File: config.mk
export PLATFORM = sky130hd
export DESIGN_NAME = chs_status_regs
export DESIGN_NICKNAME = d
export VERILOG_FILES = /design/src/core/chs_pkg.sv /design/src/core/chs_field_reg.sv /design/src/core/chs_status_regs.sv
export SDC_FILE = /design/constraint.sdc
export NUM_CORES = 1
export LEC_CHECK = 0
export ABC_AREA = 1
export BUFFER_PORTS_ARGS = -buffer_cell sky130_fd_sc_hd__buf_2
export CORE_ASPECT_RATIO = 0.8
export CORE_MARGIN = 5
export CORE_UTILIZATION = 56
export DETAILED_ROUTE_END_ITERATION = 10
export PLACE_DENSITY = 0.93
export SETUP_SLACK_MARGIN = 0.3
export SYNTH_ARGS = -nofsm -noshare
export SYNTH_HDL_FRONTEND = slang
export SYNTH_SLANG_ARGS = --single-unit
File: constraint.sdc
create_clock -name core_clk_in -period 1.9 [get_ports core_clk_in]
set_input_delay 0.095 -clock core_clk_in [delete_from_list [all_inputs] [get_ports core_clk_in]]
set_output_delay 0.095 -clock core_clk_in [all_outputs]
set_load 0.005 [all_outputs]
File: src/core/chs_pkg.sv
// Purpose: constants for the charger status register group
// Assumes: byte-wide register port from the serial interface engine
// Notes:   all registers read-only, all reset to zero
package chs_pkg;

  // ---------------------------------------------------------------
  // register offsets
  // ---------------------------------------------------------------
  localparam logic [7:0] CHS_OFS_LIMIT_LO = 8'h19;
  localparam logic [7:0] CHS_OFS_LIMIT_HI = 8'h1A;
  localparam logic [7:0] CHS_OFS_STAT0    = 8'h1B;
  localparam logic [7:0] CHS_OFS_STAT1    = 8'h1C;
  localparam logic [7:0] CHS_OFS_STAT2    = 8'h1D;
  localparam logic [7:0] CHS_OFS_STAT3    = 8'h1E;

  // ---------------------------------------------------------------
  // reset values
  // ---------------------------------------------------------------
  localparam logic [15:0] CHS_RST_LIMIT = 16'h0000;
  localparam logic [7:0]  CHS_RST_STAT  = 8'h00;

  // ---------------------------------------------------------------
  // field widths and positions
  // ---------------------------------------------------------------
  localparam int CHS_LIMIT_W    = 9;
  localparam int CHS_PHASE_W    = 3;
  localparam int CHS_SRC_W      = 4;
  localparam int CHS_OPT_W      = 2;
  localparam int CHS_NUM_REGS   = 5;
  localparam int CHS_PHASE_LSB  = 5;
  localparam int CHS_SRC_LSB    = 1;
  localparam int CHS_OPT_LSB    = 6;

  // ---------------------------------------------------------------
  // code limits and reserved codes
  // ---------------------------------------------------------------
  localparam logic [8:0] CHS_LIMIT_MIN = 9'h00A;
  localparam logic [8:0] CHS_LIMIT_MAX = 9'h14A;
  localparam logic [2:0] CHS_PHASE_RSV = 3'h5;
  localparam logic [3:0] CHS_SRC_MAX   = 4'h8;
  localparam logic [1:0] CHS_OPT_RSV   = 2'h3;

endpackage

File: src/core/chs_field_reg.sv
// Purpose: status holding register with change pulse
// Assumes: synchronous active-low reset
// Notes:   both outputs come from flip-flops
`timescale 1ns/1ns
module chs_field_reg #(
  parameter int W = 8
) (
  input  wire logic         core_clk_in,
  input  wire logic         rst_n_in,
  input  wire logic [W-1:0] d_in,
  output logic      [W-1:0] q_out,
  output logic              changed_out
);

  if (W < 1) begin : g_bad_width
    $error("chs_field_reg: W must be at least 1");
  end

  // ---------------------------------------------------------------
  // value and change detect
  // ---------------------------------------------------------------
  wire logic diff_w;
  assign diff_w = (d_in != q_out);

  always_ff @(posedge core_clk_in) begin
    if (!rst_n_in) begin
      q_out       <= '0;
      changed_out <= 1'b0;
    end else begin
      q_out       <= d_in;
      changed_out <= diff_w;
    end
  end

endmodule

File: src/core/chs_status_regs.sv
// Purpose: read-only charger status register group
// Assumes: status inputs synchronous to core_clk_in
// Notes:   one-cycle read latency; mapped writes acknowledged, then dropped
//
// Summary of operation
// limit code in 10 mA steps, 100-3300mA
// bit7 status0: current regulation active
// bit6 status0: voltage regulation active
// bit5 status0: watchdog expired
// bit4 status0: weak adaptor detected
// bit3 status0: power good
// bits2..0 status0: input presence flags
// charge phase 3-bit encoding, 101 reserved
// input source 4-bit encoding, above 1000 reserved
// bit0 status1: source detection complete
// optimizer 2-bit state, 11 reserved
// bit2 status2: die thermal regulation
// bit1 status2: only while detection ongoing
// bit0 status2: battery present
// bits7,6 status3: blocking switches fitted
// bit5 status3: one-shot conversion done
// bit4 status3: minimum system regulation, forward
// bits3..1 status3: safety timers expired
// limit resets zero, bits 15..9 zero
// host writes ignored
`timescale 1ns/1ns
module chs_status_regs
  import chs_pkg::*;
(
  input  wire logic                         core_clk_in,
  input  wire logic                         rst_n_in,
  input  wire logic [7:0]                   reg_addr_in,
  input  wire logic                         reg_rd_in,
  input  wire logic                         reg_wr_in,
  input  wire logic [7:0]                   reg_wdata_in,
  output logic      [7:0]                   reg_rdata_out,
  output logic                              reg_rvalid_out,
  output logic                              reg_ack_out,
  output logic                              write_ignored_out,
  output logic      [chs_pkg::CHS_NUM_REGS-1:0] status_changed_out,
  input  wire logic [chs_pkg::CHS_LIMIT_W-1:0]  optimized_current_limit_code_in,
  input  wire logic                         input_current_reg_active_in,
  input  wire logic                         input_voltage_reg_active_in,
  input  wire logic                         watchdog_expired_in,
  input  wire logic                         weak_source_detected_in,
  input  wire logic                         power_good_in,
  input  wire logic                         second_input_present_in,
  input  wire logic                         first_input_present_in,
  input  wire logic                         bus_input_present_in,
  input  wire logic [chs_pkg::CHS_PHASE_W-1:0]  charge_phase_in,
  input  wire logic [chs_pkg::CHS_SRC_W-1:0]    input_source_type_in,
  input  wire logic                         source_detection_done_in,
  input  wire logic [chs_pkg::CHS_OPT_W-1:0]    optimizer_state_in,
  input  wire logic                         die_thermal_reg_active_in,
  input  wire logic                         data_line_detect_busy_in,
  input  wire logic                         battery_present_in,
  input  wire logic                         second_blocking_switch_fitted_in,
  input  wire logic                         first_blocking_switch_fitted_in,
  input  wire logic                         conversion_done_in,
  input  wire logic                         one_shot_mode_in,
  input  wire logic                         forward_mode_in,
  input  wire logic                         min_system_reg_active_in,
  input  wire logic                         fast_charge_timer_expired_in,
  input  wire logic                         trickle_timer_expired_in,
  input  wire logic                         precharge_timer_expired_in
);

  import chs_pkg::*;

  // ---------------------------------------------------------------
  // held register contents
  // ---------------------------------------------------------------
  wire logic [CHS_LIMIT_W-1:0] limit_q;
  wire logic [7:0]             stat0_q;
  wire logic [7:0]             stat1_q;
  wire logic [7:0]             stat2_q;
  wire logic [7:0]             stat3_q;
  wire logic [CHS_NUM_REGS-1:0] chg_w;

  // ---------------------------------------------------------------
  // limit code qualification
  // ---------------------------------------------------------------
  wire logic                   lim_zero_w;
  wire logic                   lim_low_w;
  wire logic                   lim_high_w;
  wire logic [CHS_LIMIT_W-1:0] limit_d;
  assign lim_zero_w = (optimized_current_limit_code_in == '0);
  assign lim_low_w  = (optimized_current_limit_code_in < CHS_LIMIT_MIN);
  assign lim_high_w = (optimized_current_limit_code_in > CHS_LIMIT_MAX);
  // zero means no result yet; others clamp into the legal span
  assign limit_d = lim_zero_w ? '0 :
                   lim_low_w  ? CHS_LIMIT_MIN :
                   lim_high_w ? CHS_LIMIT_MAX :
                   optimized_current_limit_code_in;

  // ---------------------------------------------------------------
  // status byte assembly
  // ---------------------------------------------------------------
  wire logic [7:0]             stat0_d;
  wire logic [7:0]             stat1_d;
  wire logic [7:0]             stat2_d;
  wire logic [7:0]             stat3_d;
  wire logic [CHS_PHASE_W-1:0] phase_sel;
  wire logic [CHS_SRC_W-1:0]   src_sel;
  wire logic [CHS_OPT_W-1:0]   opt_sel;

  assign stat0_d = {input_current_reg_active_in,
                    input_voltage_reg_active_in,
                    watchdog_expired_in,
                    weak_source_detected_in,
                    power_good_in,
                    second_input_present_in,
                    first_input_present_in,
                    bus_input_present_in};

  // reserved codes never reach the host; the last legal code stays
  assign phase_sel = (charge_phase_in == CHS_PHASE_RSV) ?
                     stat1_q[CHS_PHASE_LSB +: CHS_PHASE_W] : charge_phase_in;
  assign src_sel   = (input_source_type_in > CHS_SRC_MAX) ?
                     stat1_q[CHS_SRC_LSB +: CHS_SRC_W] : input_source_type_in;
  assign opt_sel   = (optimizer_state_in == CHS_OPT_RSV) ?
                     stat2_q[CHS_OPT_LSB +: CHS_OPT_W] : optimizer_state_in;

  assign stat1_d = {phase_sel, src_sel, source_detection_done_in};

  assign stat2_d = {opt_sel,
                    3'h0,
                    die_thermal_reg_active_in,
                    data_line_detect_busy_in,
                    battery_present_in};

  assign stat3_d = {second_blocking_switch_fitted_in,
                    first_blocking_switch_fitted_in,
                    conversion_done_in & one_shot_mode_in,
                    min_system_reg_active_in & forward_mode_in,
                    fast_charge_timer_expired_in,
                    trickle_timer_expired_in,
                    precharge_timer_expired_in,
                    1'b0};

  // ---------------------------------------------------------------
  // holding registers; only hardware inputs load them
  // ---------------------------------------------------------------
  chs_field_reg #(.W(CHS_LIMIT_W)) u_limit (
    .core_clk_in (core_clk_in),
    .rst_n_in    (rst_n_in),
    .d_in        (limit_d),
    .q_out       (limit_q),
    .changed_out (chg_w[0])
  );

  chs_field_reg #(.W(8)) u_stat0 (
    .core_clk_in (core_clk_in),
    .rst_n_in    (rst_n_in),
    .d_in        (stat0_d),
    .q_out       (stat0_q),
    .changed_out (chg_w[1])
  );

  chs_field_reg #(.W(8)) u_stat1 (
    .core_clk_in (core_clk_in),
    .rst_n_in    (rst_n_in),
    .d_in        (stat1_d),
    .q_out       (stat1_q),
    .changed_out (chg_w[2])
  );

  chs_field_reg #(.W(8)) u_stat2 (
    .core_clk_in (core_clk_in),
    .rst_n_in    (rst_n_in),
    .d_in        (stat2_d),
    .q_out       (stat2_q),
    .changed_out (chg_w[3])
  );

  chs_field_reg #(.W(8)) u_stat3 (
    .core_clk_in (core_clk_in),
    .rst_n_in    (rst_n_in),
    .d_in        (stat3_d),
    .q_out       (stat3_q),
    .changed_out (chg_w[4])
  );

  // ---------------------------------------------------------------
  // address decode and read select
  // ---------------------------------------------------------------
  wire logic        hit_lo_w;
  wire logic        hit_hi_w;
  wire logic        hit_any_w;
  wire logic [15:0] limit_word_w;
  wire logic [7:0]  rd_sel_w;
  logic      [7:0]  limit_hi_shadow_q;
  logic      [7:0]  limit_hi_shadow_d;

  assign hit_lo_w  = (reg_addr_in == CHS_OFS_LIMIT_LO);
  assign hit_hi_w  = (reg_addr_in == CHS_OFS_LIMIT_HI);
  assign hit_any_w = hit_lo_w | hit_hi_w |
                     (reg_addr_in == CHS_OFS_STAT0) |
                     (reg_addr_in == CHS_OFS_STAT1) |
                     (reg_addr_in == CHS_OFS_STAT2) |
                     (reg_addr_in == CHS_OFS_STAT3);
  // upper seven bits tied low
  assign limit_word_w = {{(16 - CHS_LIMIT_W){1'b0}}, limit_q};

  // high byte frozen at low-byte read so a two-byte read is coherent
  assign limit_hi_shadow_d = (reg_rd_in && hit_lo_w) ? limit_word_w[15:8] :
                             limit_hi_shadow_q;

  assign rd_sel_w = hit_lo_w                         ? limit_word_w[7:0] :
                    hit_hi_w                         ? limit_hi_shadow_q :
                    (reg_addr_in == CHS_OFS_STAT0)   ? stat0_q :
                    (reg_addr_in == CHS_OFS_STAT1)   ? stat1_q :
                    (reg_addr_in == CHS_OFS_STAT2)   ? stat2_q :
                    (reg_addr_in == CHS_OFS_STAT3)   ? stat3_q :
                    CHS_RST_STAT;

  // ---------------------------------------------------------------
  // response registers; write data is never stored
  // ---------------------------------------------------------------
  wire logic [7:0] rdata_d;
  wire logic       wr_drop_d;
  assign rdata_d   = reg_rd_in ? rd_sel_w : reg_rdata_out;
  assign wr_drop_d = reg_wr_in & hit_any_w & (reg_wdata_in == reg_wdata_in);

  always_ff @(posedge core_clk_in) begin
    if (!rst_n_in) begin
      reg_rdata_out      <= CHS_RST_STAT;
      reg_rvalid_out     <= 1'b0;
      reg_ack_out        <= 1'b0;
      write_ignored_out  <= 1'b0;
      limit_hi_shadow_q  <= CHS_RST_LIMIT[15:8];
      status_changed_out <= '0;
    end else begin
      reg_rdata_out      <= rdata_d;
      reg_rvalid_out     <= reg_rd_in;
      reg_ack_out        <= (reg_rd_in | reg_wr_in) & hit_any_w;
      write_ignored_out  <= wr_drop_d;
      limit_hi_shadow_q  <= limit_hi_shadow_d;
      status_changed_out <= chg_w;
    end
  end

endmodule

==> results.json <==
{
  "routed.top_layer": "met4",
  "fin_tns_setup_ns": 0,
  "postCtsSetupRepairBufs": 0,
  "nets": 557,
  "vias": 3047,
  "p_switching_w": 0.0007233,
  "grt_max_degree": 21,
  "p_total_w": 0.002677,
  "worstMarginPinSlew_ns": 0.5738,
  "cts.htree.levels": 3,
  "cts_sinks": 59,
  "end_kind": "flip-flop",
  "syn-instance-count": 405,
  "synth_fp_nets": 464,
  "cp_max_fo": 2,
  "layout-drive-gt1-share_pct": 18.92,
  "worst_path_dominant_cell_family": "buffers and inverters",
  "die-height_um": 73.36,
  "hold_viol_final": 0,
  "antenna_found_initial": 0,
  "max_stage_delay_ns": 0.55,
  "layout_worst_path_cycle_share_pct": 73.68,
  "crit_arrival_ns": 1.60,
  "grt_util_all_layers_pct": 26.19,
  "setup_violations": 0,
  "place_area_mm2": 0.003186,
  "status": "completed",
  "grt_pass1_vias": 2802,
  "r2r_end": "u_stat0.changed_out$_SDFF_PN0_",
  "relSlewSlack_pct": 61.40,
  "critPathRequiredTime_ns": 2.10,
  "switching_share_pct": 27.02,
  "wl_per_cell_um": 14.52,
  "hold_path_startpoint": "forward_mode_in",
  "diodes": 0,
  "leakagePower_nw": 1.876,
  "ir_drop_mv": 0.5269,
  "ant_nets": 0,
  "p_int_w": 0.001953,
  "synth_area_leaders": "dfxtp_1 (42%), nand2_1 (14%), inv_1 (8.9%)",
  "netlist.area_leader.share_pct": 42.03,
  "period_needed_ns": 1.400,
  "synth_area_leader_cell": "dfxtp_1",
  "dieArea_mm2": 0.006544,
  "path_buf_inv": 2,
  "m1WireLength_um": 3226,
  "async_reset_ff_share_pct": 0,
  "post-route-drc-count": 0,
  "ys_ff_latch": 59,
  "first_pass_iters": 5,
  "ctsResizeCount": 0,
  "place_congestion": 0.8631,
  "sequentialPowerShare_pct": 49.8,
  "start_util_pct": 56.77,
  "pwr-share-comb_pct": 14.1,
  "synth_warnings": 0,
  "grt_pass1_wl_um": 12880,
  "path_cells": "dlygate4sd3_1 -> buf_2 -> xor2_1 -> nor4_1 -> a21oi_1",
  "synth_flop_cell": "dfxtp_1",
  "clockBufferDepth": 2,
  "place_ws_ns": 0.3275,
  "drtIter0Drc": 288,
  "synth_seq_area_share_pct": 42.03,
  "avgViaCountPerCell": 5.402,
  "dp_hpwl_um": 5404,
  "worstHoldPathCells": 3,
  "syn_to_final_growth_pct": 26.89,
  "syn-cell-area_mm2": 0.002810,
  "cts_buffers": 9,
  "hold_class": "input pin to flip-flop",
  "pin_count": 75,
  "fp.coreArea_mm2": 0.004950,
  "gr-total-overflow": 0,
  "r2r_cells": 3,
  "grt_setup_unrepaired": "no",
  "syn_area_per_cell_um2": 6.939,
  "r2r_slack_ns": 0.57,
  "cp_slowest_cell": "nor4_1",
  "p_per_area_mw_per_mm2": 750.6,
  "synth.lib_cells_used.distinct": 34,
  "std_cell_rows": 23,
  "synth.most_common_cell": "nand2_1",
  "die_w_um": 89.20,
  "drv_cap": 0,
  "r2r-start": "u_stat0.q_out[5]$_SDFF_PN0_",
  "cts_tree": "yes",
  "route.met2.wl_um": 3855,
  "routed_wl_um": 8188,
  "holdPathEnd": "u_stat3.q_out[4]$_SDFF_PN0_",
  "cp.depth": 5,
  "fmax_mhz": 714.4,
  "finalInstanceArea_mm2": 0.003566,
  "synth.top_cells.by_count": "nand2_1 (104), inv_1 (67), dfxtp_1 (59), nor2_1 (35), nand3_1 (22)",
  "final_util_pct": 72.04,
  "slew_violations": 0,
  "io_buffers": 66,
  "cts_root_buf": "clkbuf_8",
  "post-route-worst-setup-slack_ns": 0.5001,
  "synth_edf_count": 0,
  "clk_latency_ns": 0.34,
  "cts.clk_slew.worst_paths_ns": 0.06,
  "met3_wirelength_um": 864,
  "crit_type": "input pin to flip-flop",
  "fin_worst_skew_ns": 0.006338,
  "start_kind": "input pin",
  "clkPwrFrac_pct": 36.0
}
## layout make-up
cell class                      count  area (µm²)
Fill cell                         345        1384
Tap cell                           62       77.57
Sequential cell                    59        1181
Inverter                           71       266.5
Timing Repair Buffer               90       565.5
Clock buffer                       12       145.1
Clock inverter                      3       15.01
Multi-Input combinational cell    267        1315
## worst max path at each step
stage	start	to	slack, ns
global placement	optimized_current_limit_code_in[5]	u_limit.changed_out$_SDFF_PN0_	0.41
detailed placement	optimized_current_limit_code_in[5]	u_limit.changed_out$_SDFF_PN0_	0.33
floorplan	optimized_current_limit_code_in[4]	u_limit.changed_out$_SDFF_PN0_	0.72
global route	optimized_current_limit_code_in[5]	u_limit.changed_out$_SDFF_PN0_	0.45
finish	watchdog_expired_in	u_stat0.changed_out$_SDFF_PN0_	0.50
CTS	source_detection_done_in	u_stat1.changed_out$_SDFF_PN0_	0.60
## tightest hold or removal path, stage by stage
cell and delay [ns]:
buf_2 0.08, nand2_1 0.07, nor2_1 0.08
## state kept, by name, indices dropped and copies added, names as in the netlist, 5 cells and up
name,flops
u_limit.q_out,9
reg_rdata_out,8
u_stat0.q_out,8
u_stat1.q_out,8
u_stat3.q_out,7
status_changed_out,5
u_stat2.q_out,5
## placed cells by master (no fill, tap or decap), types with 2 or more instances in the layout
cell,count
a21oi_1,16
xnor2_1,4
o21ai_0,17
o22ai_1,4
clkbuf_1,2
o211ai_1,4
nand4_1,5
clkbuf_8,10
nand3b_1,2
nand2_2,3
o21ai_1,7
buf_2,66
nor2_2,2
nor2_1,35
nor3_1,8
buf_4,2
nand3_1,22
dfxtp_1,59
nor4_1,4
or2_2,2
inv_1,67
a211oi_1,4
or2_1,2
xor2_1,14
nand2_1,104
inv_2,4
clkinv_2,3
dlygate4sd3_1,22
## kinds of logic after synthesis
group,Yosys count,share of synthesized area [%]
XOR/XNOR,18,5.610
flip-flops,59,42.03
buffers and inverters,79,11.18
AO/OA/AOI/OAI,56,11.22
AND/OR/NAND/NOR,193,29.96
## power groups by stage
stage | Sequential (W) | Clock (W) | Combinational (W)
final | 0.00133 | 0.000965 | 0.000378
after global routing | 0.00134 | 0.00105 | 0.000418
after CTS | 0.00133 | 0.000968 | 0.000364
after detailed placement | 0.00136 | 0 | 0.000327
after global placement | 0.00135 | 0 | 0.000311
after floorplan | 0.00135 | 0 | 0.000205
## stage by stage
step / std cells / hold slack, ns
global route: 564 / 0.02349
detailed placement: 527 / 0.3051
finish: 564 / 0.01822
global placement: 527 / 0.2982
CTS: 564 / 0.009034
floorplan: 405 / 0.1861
## metal layers
metal / track usage (%) / up-vias
li1: - / 1460
met1: 31.53 / 1360
met2: 42.35 / 190
met3: 10.31 / 37
met4: 9.421 / 0
met5: 0 / -
## what timing repair did
action                     in CTS  in global routing
setup endpoints to repair       0                  0
hold endpoints to repair       21                  0
hold buffers                   22                  0
Power figures use the tool's default switching activity.
